File: src/hw/sysconf_pkg.sv
// Constants and types shared by the configuration register and the external master end
package sysconf_pkg;
   localparam int unsigned CLK_MHZ = 25;
   localparam logic [31:0] MCR_RESET = 32'h00007CFF;
   localparam logic [31:0] MCR_WMASK = 32'hE001FFFF;
   localparam int unsigned COMP_LVL_HI = 31;
   localparam int unsigned COMP_LVL_LO = 29;
   localparam int unsigned BUS_SYNC_TIMING_SEL_BIT = 16;
   localparam int unsigned ARB_SYNC_TIMING_SEL_BIT = 15;
   localparam int unsigned FRZT_BIT = 14;
   localparam int unsigned FRZB_BIT = 13;
   localparam int unsigned BCO_LVL_HI = 12;
   localparam int unsigned BCO_LVL_LO = 10;
   localparam int unsigned SHOW_HI = 9;
   localparam int unsigned SHOW_LO = 8;
   localparam int unsigned SUPERVISOR_RESTRICT_BIT = 7;
   localparam int unsigned BCI_HI = 6;
   localparam int unsigned BCI_LO = 4;
   localparam int unsigned IARB_HI = 3;
   localparam int unsigned IARB_LO = 0;
   localparam logic [1:0] SHOW_NONE = 2'h0;
   localparam logic [1:0] SHOW_NOARB = 2'h1;
   localparam logic [2:0] LVL_FORBIDDEN = 3'h7;
   localparam logic [2:0] LVL_SUGGEST = 3'h3;
   localparam logic [3:0] FC_SUPERVISOR_RESTRICT_DATA = 4'h5;
   typedef logic [2:0] level_t;
   typedef enum logic [1:0]
   {
      M_IDLE = 2'b00,
      M_REQ = 2'b01,
      M_OWN = 2'b11,
      M_REL = 2'b10
   } master_state_t;
endpackage : sysconf_pkg

File: src/hw/sysbus_if.sv
// Interface joining the configuration end and the external master end
`timescale 1ns/1ps
`default_nettype none
interface sysbus_if;
   logic br_n;
   logic bus_grant_ack_n;
   logic as_n;
   logic ds_n;
   logic bg_n;
   logic bclr_out_n;
   logic bclr_in_n;
   logic comp_br_n;
   modport dev (input br_n, input bus_grant_ack_n, input as_n, input ds_n, input bclr_in_n,
      input comp_br_n, output bg_n, output bclr_out_n);
   modport ext (output br_n, output bus_grant_ack_n, output as_n, output ds_n, output bclr_in_n,
      output comp_br_n, input bg_n, input bclr_out_n);
endinterface : sysbus_if
`default_nettype wire

File: src/hw/sysconf_dev.sv
// Module configuration register and the bus control logic it steers
`timescale 1ns/1ps
`default_nettype none
module sysconf_dev
   import sysconf_pkg::*;
(
   // Clock and reset
   input wire logic SYS_CLK_I,
   input wire logic SYS_RST_I,
   // Register port
   input wire logic REG_WR_I,
   input wire logic [31:0] REG_WDATA_I,
   output logic [31:0] REG_RDATA_O,
   // Mode and internal state
   input wire logic SLAVE_MODE_I,
   input wire logic COMPANION_MODE_I,
   input wire logic FREEZE_I,
   input wire logic INT_REQ_I,
   input wire sysconf_pkg::level_t INT_ARB_LEVEL_I,
   input wire sysconf_pkg::level_t INT_SERVICE_LEVEL_I,
   input wire logic INT_ACCESS_I,
   input wire logic INT_ACC_EXT_I,
   input wire logic FAST_TERM_I,
   // Internal bus side outputs
   output logic COMP_REQ_O,
   output sysconf_pkg::level_t COMP_REQ_LEVEL_O,
   output logic TIMERS_RUN_O,
   output logic BUSMON_EN_O,
   output logic INT_HALT_O,
   output logic EXT_STROBE_O,
   output logic SHOW_DRIVE_O,
   output logic ADDR_REFLECT_O,
   output logic EXT_TERM_SHOW_O,
   output logic SUPERVISOR_RESTRICT_RESTRICT_O,
   // External bus side
   sysbus_if.dev bus
);
   import sysconf_pkg::*;

   logic [31:0] mcr_r;
   logic [2:0] as_s_r;
   logic [2:0] ds_s_r;
   logic [2:0] br_s_r;
   logic [2:0] bus_grant_ack_s_r;
   logic [2:0] bci_s_r;
   logic [2:0] cbr_s_r;
   logic bg_n_r;
   logic bclr_out_n_r;
   logic comp_req_r;
   logic halt_r;
   logic strobe_r;
   logic drive_r;
   logic refl_r;
   logic timers_r;
   logic busmon_r;
   logic term_r;
   level_t comp_lvl_r;
   logic br_cur;
   logic bus_grant_ack_cur;
   logic as_cur;
   logic ds_cur;
   logic [1:0] show_eff;
   logic arb_en;
   logic bg_nxt;
   logic bclr_nxt;
   logic halt_nxt;
   logic strobe_nxt;
   logic drive_nxt;
   logic refl_nxt;

   // Three-stage sampling; only stages two and three are looked at
   always_ff @(posedge SYS_CLK_I)
   begin
      as_s_r <= {as_s_r[1:0], bus.as_n};
      ds_s_r <= {ds_s_r[1:0], bus.ds_n};
      br_s_r <= {br_s_r[1:0], bus.br_n};
      bus_grant_ack_s_r <= {bus_grant_ack_s_r[1:0], bus.bus_grant_ack_n};
      bci_s_r <= {bci_s_r[1:0], bus.bclr_in_n};
      cbr_s_r <= {cbr_s_r[1:0], bus.comp_br_n};
   end

   // Synchronised value changes only once stages two and three agree
   logic as_q;
   logic ds_q;
   logic br_q;
   logic bus_grant_ack_q;
   logic bci_q;
   logic cbr_q;
   always_ff @(posedge SYS_CLK_I)
   begin
      if (SYS_RST_I)
      begin
         as_q <= 1'b1;
         ds_q <= 1'b1;
         br_q <= 1'b1;
         bus_grant_ack_q <= 1'b1;
         bci_q <= 1'b1;
         cbr_q <= 1'b1;
      end
      else
      begin
         if (as_s_r[1] == as_s_r[2]) as_q <= as_s_r[2];
         if (ds_s_r[1] == ds_s_r[2]) ds_q <= ds_s_r[2];
         if (br_s_r[1] == br_s_r[2]) br_q <= br_s_r[2];
         if (bus_grant_ack_s_r[1] == bus_grant_ack_s_r[2]) bus_grant_ack_q <= bus_grant_ack_s_r[2];
         if (bci_s_r[1] == bci_s_r[2]) bci_q <= bci_s_r[2];
         if (cbr_s_r[1] == cbr_s_r[2]) cbr_q <= cbr_s_r[2];
      end
   end

   // Raw pins are only legal when the master meets setup and hold
   assign as_cur = mcr_r[BUS_SYNC_TIMING_SEL_BIT] ? bus.as_n : as_q;
   assign ds_cur = mcr_r[BUS_SYNC_TIMING_SEL_BIT] ? bus.ds_n : ds_q;
   assign br_cur = mcr_r[ARB_SYNC_TIMING_SEL_BIT] ? bus.br_n : br_q;
   assign bus_grant_ack_cur = mcr_r[ARB_SYNC_TIMING_SEL_BIT] ? bus.bus_grant_ack_n : bus_grant_ack_q;

   // Slave mode keeps the stored field but runs as if it were zero
   assign show_eff = SLAVE_MODE_I ? SHOW_NONE : mcr_r[SHOW_HI:SHOW_LO];
   assign arb_en = (show_eff != SHOW_NOARB);
   // Grant never given with arbitration off; requests simply ignored
   assign bg_nxt = !(arb_en && !br_cur && !INT_REQ_I) && !(arb_en && !bus_grant_ack_cur);
   assign bclr_nxt = !((INT_REQ_I &&
      INT_ARB_LEVEL_I > mcr_r[BCO_LVL_HI:BCO_LVL_LO])
      || (!SLAVE_MODE_I && INT_SERVICE_LEVEL_I > mcr_r[BCI_HI:BCI_LO]));
   // Show strobe yields while an external master runs its own strobe cycle
   assign strobe_nxt = (show_eff != SHOW_NONE) && INT_ACCESS_I && as_cur;
   assign drive_nxt = (show_eff != SHOW_NONE) && INT_ACCESS_I;
   assign refl_nxt = (show_eff == SHOW_NONE) && INT_ACCESS_I && ds_cur;
   // Halt holds until both request and acknowledge have negated
   assign halt_nxt = show_eff[1] && (!br_cur || !bus_grant_ack_cur);

   always_ff @(posedge SYS_CLK_I)
   begin
      if (SYS_RST_I)
         mcr_r <= MCR_RESET;
      else if (REG_WR_I)
         mcr_r <= REG_WDATA_I & MCR_WMASK;
   end

   always_ff @(posedge SYS_CLK_I)
   begin
      if (SYS_RST_I)
      begin
         bg_n_r <= 1'b1;
         bclr_out_n_r <= 1'b1;
         comp_req_r <= 1'b0;
         comp_lvl_r <= '0;
         halt_r <= 1'b0;
         strobe_r <= 1'b0;
         drive_r <= 1'b0;
         refl_r <= 1'b0;
         timers_r <= 1'b1;
         busmon_r <= 1'b1;
         term_r <= 1'b0;
         REG_RDATA_O <= MCR_RESET;
      end
      else
      begin
         bg_n_r <= bg_nxt;
         bclr_out_n_r <= bclr_nxt;
         comp_req_r <= COMPANION_MODE_I && !cbr_q;
         comp_lvl_r <= COMPANION_MODE_I ? mcr_r[COMP_LVL_HI:COMP_LVL_LO] : '0;
         halt_r <= halt_nxt;
         strobe_r <= strobe_nxt;
         drive_r <= drive_nxt;
         refl_r <= refl_nxt;
         timers_r <= !(FREEZE_I && mcr_r[FRZT_BIT]);
         busmon_r <= !(FREEZE_I && mcr_r[FRZB_BIT]);
         term_r <= INT_ACC_EXT_I && !FAST_TERM_I;
         REG_RDATA_O <= REG_WR_I ? (REG_WDATA_I & MCR_WMASK) : mcr_r;
      end
   end

   assign bus.bg_n = bg_n_r;
   assign bus.bclr_out_n = bclr_out_n_r;
   assign COMP_REQ_O = comp_req_r;
   assign COMP_REQ_LEVEL_O = comp_lvl_r;
   assign INT_HALT_O = halt_r;
   assign EXT_STROBE_O = strobe_r;
   assign SHOW_DRIVE_O = drive_r;
   assign ADDR_REFLECT_O = refl_r;
   assign TIMERS_RUN_O = timers_r;
   assign BUSMON_EN_O = busmon_r;
   assign EXT_TERM_SHOW_O = term_r;
   assign SUPERVISOR_RESTRICT_RESTRICT_O = mcr_r[SUPERVISOR_RESTRICT_BIT];
endmodule : sysconf_dev
`default_nettype wire

File: src/flat_wrapper.sv
// flat-port wrapper written by rule: the top's interface ports become plain ports
module sysconf_dev_flat import sysconf_pkg::*;
  (SYS_CLK_I, SYS_RST_I, REG_WR_I, REG_WDATA_I, REG_RDATA_O, SLAVE_MODE_I, COMPANION_MODE_I, FREEZE_I, INT_REQ_I, INT_ARB_LEVEL_I, INT_SERVICE_LEVEL_I, INT_ACCESS_I, INT_ACC_EXT_I, FAST_TERM_I, COMP_REQ_O, COMP_REQ_LEVEL_O, TIMERS_RUN_O, BUSMON_EN_O, INT_HALT_O, EXT_STROBE_O, SHOW_DRIVE_O, ADDR_REFLECT_O, EXT_TERM_SHOW_O, SUPERVISOR_RESTRICT_RESTRICT_O, bus_br_n, bus_bus_grant_ack_n, bus_as_n, bus_ds_n, bus_bclr_in_n, bus_comp_br_n, bus_bg_n, bus_bclr_out_n);
  sysbus_if bus_i ();
  input wire logic SYS_CLK_I;
  input wire logic SYS_RST_I;
  input wire logic REG_WR_I;
  input wire logic [31:0] REG_WDATA_I;
  output logic [31:0] REG_RDATA_O;
  input wire logic SLAVE_MODE_I;
  input wire logic COMPANION_MODE_I;
  input wire logic FREEZE_I;
  input wire logic INT_REQ_I;
  input wire sysconf_pkg::level_t INT_ARB_LEVEL_I;
  input wire sysconf_pkg::level_t INT_SERVICE_LEVEL_I;
  input wire logic INT_ACCESS_I;
  input wire logic INT_ACC_EXT_I;
  input wire logic FAST_TERM_I;
  output logic COMP_REQ_O;
  output sysconf_pkg::level_t COMP_REQ_LEVEL_O;
  output logic TIMERS_RUN_O;
  output logic BUSMON_EN_O;
  output logic INT_HALT_O;
  output logic EXT_STROBE_O;
  output logic SHOW_DRIVE_O;
  output logic ADDR_REFLECT_O;
  output logic EXT_TERM_SHOW_O;
  output logic SUPERVISOR_RESTRICT_RESTRICT_O;
  input wire logic [$bits(bus_i.br_n)-1:0] bus_br_n;
  input wire logic [$bits(bus_i.bus_grant_ack_n)-1:0] bus_bus_grant_ack_n;
  input wire logic [$bits(bus_i.as_n)-1:0] bus_as_n;
  input wire logic [$bits(bus_i.ds_n)-1:0] bus_ds_n;
  input wire logic [$bits(bus_i.bclr_in_n)-1:0] bus_bclr_in_n;
  input wire logic [$bits(bus_i.comp_br_n)-1:0] bus_comp_br_n;
  output wire logic [$bits(bus_i.bg_n)-1:0] bus_bg_n;
  output wire logic [$bits(bus_i.bclr_out_n)-1:0] bus_bclr_out_n;
  assign bus_i.br_n = bus_br_n;
  assign bus_i.bus_grant_ack_n = bus_bus_grant_ack_n;
  assign bus_i.as_n = bus_as_n;
  assign bus_i.ds_n = bus_ds_n;
  assign bus_i.bclr_in_n = bus_bclr_in_n;
  assign bus_i.comp_br_n = bus_comp_br_n;
  assign bus_bg_n = bus_i.bg_n;
  assign bus_bclr_out_n = bus_i.bclr_out_n;
  sysconf_dev u_core (.SYS_CLK_I(SYS_CLK_I), .SYS_RST_I(SYS_RST_I), .REG_WR_I(REG_WR_I), .REG_WDATA_I(REG_WDATA_I), .REG_RDATA_O(REG_RDATA_O), .SLAVE_MODE_I(SLAVE_MODE_I), .COMPANION_MODE_I(COMPANION_MODE_I), .FREEZE_I(FREEZE_I), .INT_REQ_I(INT_REQ_I), .INT_ARB_LEVEL_I(INT_ARB_LEVEL_I), .INT_SERVICE_LEVEL_I(INT_SERVICE_LEVEL_I), .INT_ACCESS_I(INT_ACCESS_I), .INT_ACC_EXT_I(INT_ACC_EXT_I), .FAST_TERM_I(FAST_TERM_I), .COMP_REQ_O(COMP_REQ_O), .COMP_REQ_LEVEL_O(COMP_REQ_LEVEL_O), .TIMERS_RUN_O(TIMERS_RUN_O), .BUSMON_EN_O(BUSMON_EN_O), .INT_HALT_O(INT_HALT_O), .EXT_STROBE_O(EXT_STROBE_O), .SHOW_DRIVE_O(SHOW_DRIVE_O), .ADDR_REFLECT_O(ADDR_REFLECT_O), .EXT_TERM_SHOW_O(EXT_TERM_SHOW_O), .SUPERVISOR_RESTRICT_RESTRICT_O(SUPERVISOR_RESTRICT_RESTRICT_O), .bus(bus_i));
endmodule
File: config.mk
export PLATFORM = sky130hd
export DESIGN_NAME = sysconf_dev_flat
export DESIGN_NICKNAME = d
export VERILOG_FILES = /design/src/hw/sysconf_pkg.sv /design/src/hw/sysbus_if.sv /design/src/hw/sysconf_dev.sv /design/src/flat_wrapper.sv
export SDC_FILE = /design/constraint.sdc
export NUM_CORES = 1
export LEC_CHECK = 0
export BUFFER_PORTS_ARGS = -buffer_cell sky130_fd_sc_hd__buf_2
export CORE_MARGIN = 10
export CORE_UTILIZATION = 47
export DETAILED_ROUTE_END_ITERATION = 6
export PLACE_DENSITY = 0.84
export SKIP_LAST_GASP = 1
export SLEW_MARGIN = 20
export SYNTH_ARGS = -nofsm -noshare
export SYNTH_HDL_FRONTEND = slang
export SYNTH_SLANG_ARGS = --single-unit
File: constraint.sdc
create_clock -name SYS_CLK_I -period 2.7 [get_ports SYS_CLK_I]
set_clock_uncertainty 0.05 [all_clocks]
set_input_delay 0.54 -clock SYS_CLK_I [delete_from_list [all_inputs] [get_ports SYS_CLK_I]]
set_output_delay 0.54 -clock SYS_CLK_I [all_outputs]
set_load 0.02 [all_outputs]
==> reports/results.ini, run 1 <==
[run_status]
outcome = finished clean

[critical_path]
worstPathMaxFanout = 4
path_class = reg -> out
crit_path_end = REG_RDATA_O[16]
rr_worst_depth = 3
timing.rr.end = u_core.bus.bg_n$_SDFF_PP1_
crit_slowest_cell = dfxtp_1
worst_setup_path_start_kind = flop
r2r_setup_slack_ns = 1.32
path_depth = 1
required_ns = 2.11
critPathLaunch = u_core.mcr_r[16]$_SDFFE_PP0P_
end_kind = primary output
crit_arrival_ns = 0.92
slowest_delay_ns = 0.42
r2r_start = u_core.mcr_r[15]$_SDFFE_PP0P_
crit_chain = buf_2
crit_family = flip-flops
cp.buffers_inverters = 1

[final_layout]
num_antenna_cells = 0
area_growth_pct = 24.32
seq_area_um2 = 1061
fillers = 334
nets = 310
stdcell_area_um2 = 2290
drive_gt1_frac = 0.3307
multi_input_area_um2 = 668.1

[sta]
finalCritPeriodShare = 0.5589
holdWs_ns = 0.2825
fin_tns_setup_ns = 0
rsz0062_at_grt = false
post-route-min-period_ns = 1.509
finalSetupViolCount = 0
slew_headroom = 0.5871
clock.fmax_mhz = 662.7
finalHoldViolCount = 0
worst_slack_ns = 1.191
drv_slew = 0
worst_pin_slew_ns = 0.6194

[logic_synthesis]
synth.distinct_cells = 28
ys.flop_type = dfxtp_1
synth_seq_cells = 53
seq_area_frac_synth = 0.5761
synthArstFlopShare = 0
ys.warnings.count = 0
synth_edf_count = 0
postSynthCellCount = 176
postSynthAreaPerCell_um2 = 10.46
synth.cell_area_um2 = 1842

[drt]
vias = 1356
drt_iter0_drc = 43
top_layer_used = met4
wl_met3_um = 497
via_per_inst = 4.535
final_antenna_net_count = 0
routed_wl_um = 4047
wl_per_cell_um = 13.54
dr_wl_met2_um = 1884
m1WireLength_um = 1613
firstDrtPassIters = 4
drc_errors = 0

[grt]
grt_pass1_wl_um = 6361
grt-ovfl-total = 0
grt_max_degree = 25
grt.total_usage = 0.1193
grt_pass1_vias = 1427
antenna_found_initial = 0

[floorplan]
die_x_um = 82.60
die-area_um2 = 6823
start_util = 0.4956
ios = 100
rows = 22
core_area_um2 = 3716
die_y_um = 82.60

[clock_tree]
htreeDepth = 2
clock_sinks = 53
clkTransAtPathRegs_ns = 0.09
hold_buffers = 0
clockBufferDepth = 2
cts_tree = done
cts_setup_buffers = 0
cts_root_buf = clkbuf_8
cts.repair.resized = 0
cts_buffers = 5
clk_latency_ns = 0.30

[place]
place_hpwl_um = 3210
pre_cts_slack_ns = 1.002
portBuffers = 74
dpl_cell_area_um2 = 2193
gp_congestion = 0.7171

[run]
max-cap-violations = 0

[power]
power_density_nw_per_um2 = 654.4
ir_drop_uv = 423.8
p_leak_nw = 1.147

[worst_hold_path]
hold_path.class = reg -> reg

power breakdown:
part           switching [W]  internal [W]
Sequential         0.0000228      0.000825
Combinational       0.000116     0.0000793
Clock               0.000247      0.000208
metal layers:
layer / vias to the layer above / global-route usage
met3: 6 / 0.06156
met2: 51 / 0.1890
li1: 707 / -
met1: 592 / 0.1327
met4: 0 / 0.05017
met5: - / 0
cells in the mapped netlist, drive strengths merged, types with 4 or more instances:
| cell type | n | area share |
|---|---|---|
| a21oi | 5 | 0.014 |
| buf | 18 | 0.067 |
| dfxtp | 53 | 0.58 |
| ha | 6 | 0.041 |
| inv | 7 | 0.014 |
| mux2i | 18 | 0.098 |
| nand2 | 17 | 0.035 |
| nor2 | 16 | 0.033 |
| nor2b | 5 | 0.017 |
| o211ai | 4 | 0.016 |
| o21ai | 8 | 0.022 |
flip-flops by register name, summed over array words and instances (netlist names), 3 cells and up:
name and cells:
u_core.mcr_r 20, u_core.COMP_REQ_LEVEL_O 3, u_core.as_s_r 3, u_core.br_s_r 3
u_core.bus_grant_ack_s_r 3, u_core.cbr_s_r 3, u_core.ds_s_r 3
area by class of cell:
type,count,share of cell area
inverter,7,0.01148
clock buffer,6,0.03607
timing repair buffer,75,0.1650
clock inverter,2,0.006011
sequential,53,0.4634
multi-input combinational,108,0.2918
tap,48,0.02623
placed cells by master, fill, tap and decap left out, types with 4 or more instances in the layout:
cell type  netlist  layout
o211ai_1         4       4
nor2b_1          5       5
nand2_1         17      17
clkbuf_8         0       6
nor2_1          16      16
inv_1            7       7
conb_1           1      12
buf_2            3      74
mux2i_1         18      18
dfxtp_1         53      53
a21oi_1          5       5
ha_1             6       6
o21ai_1          5       5
cell families (layout without fill, tap and decap cells):
group / Yosys count / after routing / share of synthesized area
flops: 53 / 53 / 0.5761
other cells: 1 / 12 / 0.002036
mux: 19 / 19 / 0.1039
simple gates: 50 / 50 / 0.1236
compound gates: 21 / 21 / 0.06997
fa+ha+maj: 6 / 6 / 0.04076
buf+inv: 26 / 90 / 0.08356
worst min path at each step:
stage,end,startpoint,depth (start not counted)
floorplan,u_core.as_s_r[1]$_DFF_P_,u_core.as_s_r[0]$_DFF_P_,0
global placement,u_core.as_s_r[1]$_DFF_P_,u_core.as_s_r[0]$_DFF_P_,0
detailed placement,u_core.cbr_s_r[1]$_DFF_P_,u_core.cbr_s_r[0]$_DFF_P_,0
CTS,u_core.cbr_s_r[0]$_DFF_P_,bus_comp_br_n,1
global route,u_core.cbr_s_r[0]$_DFF_P_,bus_comp_br_n,1
finish,u_core.cbr_s_r[1]$_DFF_P_,u_core.cbr_s_r[0]$_DFF_P_,0
stage by stage:
stage                     cells    util  power [W]
after global placement      291  0.5902   0.001058
after CTS                   299  0.6162   0.001518
after floorplan             187       -   0.001002
final                       299  0.6162   0.001498
after global routing        299  0.6162   0.001570
after detailed placement    291  0.5902   0.001063
Note: power is estimated with default switching activity, not from simulation.
==> run 2: changes to the inputs <==
- ABC_AREA: not set -> 1
- CORE_UTILIZATION: 47 -> 40
- PLACE_DENSITY: 0.84 -> 0.75
- clock period: 2.7 -> 1.35 ns (I/O delays scaled with it)
==> reports/results.ini, run 2 <==
[logic_synthesis]
synth_seq_cells = 53  ; unchanged
synthTopCellsByCount = dfxtp_1 (53), nand2_1 (44), nand3_1 (16)
synth.cell_area_um2 = 1894  ; +2.9%
synth_area_leader_cell = dfxtp_1
netlist.area_leader.share = 0.5601  ; -0.01598
ys.warnings.count = 0  ; unchanged
synth_edf_count = 0  ; unchanged
synthTopCellsByArea = dfxtp_1 (56%), nand2_1 (8.7%), buf_4 (5.9%), nand3_1 (4.2%), ha_1 (4.0%)
synthArstFlopShare = 0  ; unchanged
yosysMostFrequentCell = dfxtp_1
seq_area_frac_synth = 0.5601  ; -0.01598
ys.flop_type = dfxtp_1
postSynthAreaPerCell_um2 = 9.151  ; -13%
postSynthCellCount = 207  ; +18%
synth.distinct_cells = 22  ; -21%

[clock_tree]
htreeDepth = 2  ; unchanged
clock_sinks = 53  ; unchanged
cts_tree = done
clk_latency_ns = 0.31  ; about the same
cts_setup_buffers = 0  ; unchanged
cts_root_buf = clkbuf_8
cts.repair.resized = 0  ; unchanged
clockBufferDepth = 2  ; unchanged
cts_buffers = 5  ; unchanged
clkTransAtPathRegs_ns = 0.10  ; about the same

[critical_path]
crit_family = flip-flops
crit_path_end = REG_RDATA_O[8]
crit_arrival_ns = 0.90  ; -0.02 ns
worst_setup_path_start_kind = flop
path_class = reg -> out
r2r_start = u_core.mcr_r[6]$_SDFFE_PP1P_
slowest_delay_ns = 0.40  ; -0.02 ns
crit_slowest_cell = dfxtp_1
end_kind = primary output
rr_worst_depth = 8  ; +5
timing.rr.end = u_core.bus.bclr_out_n$_SDFF_PP1_
path_depth = 1  ; unchanged
critPathLaunch = u_core.mcr_r[8]$_SDFFE_PP0P_
crit_chain = buf_2
required_ns = 1.03  ; -1.08 ns
worstPathMaxFanout = 4  ; unchanged
cp.buffers_inverters = 1  ; unchanged
r2r_setup_slack_ns = 0.15  ; -1.17 ns

[grt]
grt.total_usage = 0.1148  ; -0.004592
grt_pass1_vias = 1525  ; +6.9%
antenna_found_initial = 0  ; unchanged
grt-ovfl-total = 0  ; unchanged
grt_pass1_wl_um = 7127  ; +12%
grt_max_degree = 23  ; -8.0%

[power]
power_density_nw_per_um2 = 1301  ; +99%
internal_power_w = 0.002192  ; +97%
p_leak_nw = 1.206  ; +5.1%
netSwitchingFraction = 0.2814  ; +0.02364
p_seq_frac = 0.557  ; -0.009
p_sw_w = 0.0008584  ; +120%
clkPwrFrac = 0.299  ; -0.005
power_frac_comb = 0.144  ; +0.014
ir_drop_uv = 625.7  ; +48%

[floorplan]
die-area_um2 = 7888  ; +16%
start_util = 0.4234  ; -0.07224
die_x_um = 88.82  ; +7.5%
core_area_um2 = 4474  ; +20%
rows = 24  ; +9.1%
ios = 100  ; unchanged
die_y_um = 88.82  ; +7.5%

[final_layout]
area_growth_pct = 23.78
largest-register = u_core.mcr_r
fin_cells = 337  ; +13%
drive_gt1_frac = 0.3439  ; +0.01318
nets = 344  ; +11%
most-common-layout-cells = buf_2 (74), dfxtp_1 (53), nand2_1 (44), nand3_1 (16), inv_1 (15)
largest_reg_flops = 20  ; unchanged
final_common_cell = buf_2
num_antenna_cells = 0  ; unchanged

[drt]
drc_errors = 0  ; unchanged
vias = 1498  ; +10%
firstDrtPassIters = 4  ; unchanged
via_per_inst = 4.445  ; -2.0%
wl_per_cell_um = 12.91  ; -4.6%
drt_iter0_drc = 32  ; -26%
final_antenna_net_count = 0  ; unchanged
routed_wl_um = 4352  ; +7.5%

[worst_hold_path]
hold_path.class = in -> reg
hold_path.startpoint = bus_ds_n

[place]
place_hpwl_um = 3527  ; +9.9%
portBuffers = 74  ; unchanged
gp_congestion = 0.7272  ; +1.4%
dp.cells = 328  ; +13%

[sta]
finalHoldViolCount = 0  ; unchanged
rsz0062_at_grt = false
drv_slew = 0  ; unchanged
finalSetupViolCount = 0  ; unchanged
post-route-min-period_ns = 1.224
clock.fmax_mhz = 817.1
finalCritPeriodShare = 0.9066
fin_tns_setup_ns = 0  ; unchanged

[run]
max-cap-violations = 0  ; unchanged

[run_status]
outcome = finished clean

[run 2: cell types whose count changed after synthesis, moves of 4 or more]
cell / change
a21oi_2: +5
nor2_1: -5
o21ai_2: +4
nand2_1: +27
inv_1: +8
mux2i_1: -18
nor2b_1: -5
nand3_1: +13
a21oi_1: +7
o211ai_1: -4
o21ai_0: +8
[run 2: per-stage QoR]
stage / total power, W / setup slack [ns] / utilization / hold WS, ns / cell area, um^2
floorplan: 0.002047 / 0.07646 / - / 0.2477 / 1936
global placement: 0.002166 / 0.1719 / 0.5008 / 0.2601 / 2241
detailed placement: 0.002178 / 0.1577 / 0.5008 / 0.2632 / 2241
CTS: 0.003087 / 0.1174 / 0.5218 / 0.008444 / 2335
global route: 0.003224 / 0.05458 / 0.5240 / 0.003086 / 2345
finish: 0.003051 / 0.1261 / 0.5240 / 0.02345 / 2345
[run 2: layer usage]
metal / vias up / part of all wire / global-route usage
met5: - / 0 / 0
met4: 0 / 0.010 / 0.03084
met3: 6 / 0.11 / 0.06526
met2: 45 / 0.47 / 0.1895
met1: 651 / 0.41 / 0.1235
li1: 796 / - / -
[run 2: worst min path at each step]
stage / endpoint / slack (ns) / cells after the start
floorplan: u_core.as_s_r[0]$_DFF_P_ / 0.25 / 0
global placement: u_core.ds_s_r[1]$_DFF_P_ / 0.26 / 0
detailed placement: u_core.cbr_s_r[1]$_DFF_P_ / 0.26 / 0
CTS: u_core.cbr_s_r[0]$_DFF_P_ / 0.008 / 1
global route: u_core.ds_s_r[0]$_DFF_P_ / 0.003 / 1
finish: u_core.ds_s_r[0]$_DFF_P_ / 0.02 / 1
[run 2: cell families after synthesis]
kind of cell / count (synthesis) / share of synthesized area
compound gates: 36 / 0.1169
simple gates: 73 / 0.1585
buf+inv: 38 / 0.1229
fa+ha+maj: 6 / 0.03963
flops: 53 / 0.5601
other cells: 1 / 0.001980
[run 2: layout make-up]
class / instances / area, um^2
Clock inverter: 3 / 25.02
Multi-Input combinational cell: 127 / 641.9
Clock buffer: 5 / 68.82
Sequential cell: 53 / 1061
Fill cell: 442 / 2130
Timing Repair Buffer: 79 / 410.4
Inverter: 18 / 72.57
Tap cell: 52 / 65.06
[run 2: what timing repair did]
item	CTS	global route
setup endpoints to repair	0	0
hold buffers	0	1
hold endpoints to repair	0	1
[run 2: power groups by stage]
stage / combinational [W] / clock [W] / sequential (W)
2_1_floorplan: 0.000242 / 0 / 0.00180
3_3_place_gp: 0.000435 / 0 / 0.00173
3_5_place_dp: 0.000443 / 0 / 0.00174
4_1_cts: 0.000444 / 0.000944 / 0.00170
5_1_grt: 0.000497 / 0.00102 / 0.00171
6_report: 0.000440 / 0.000912 / 0.00170
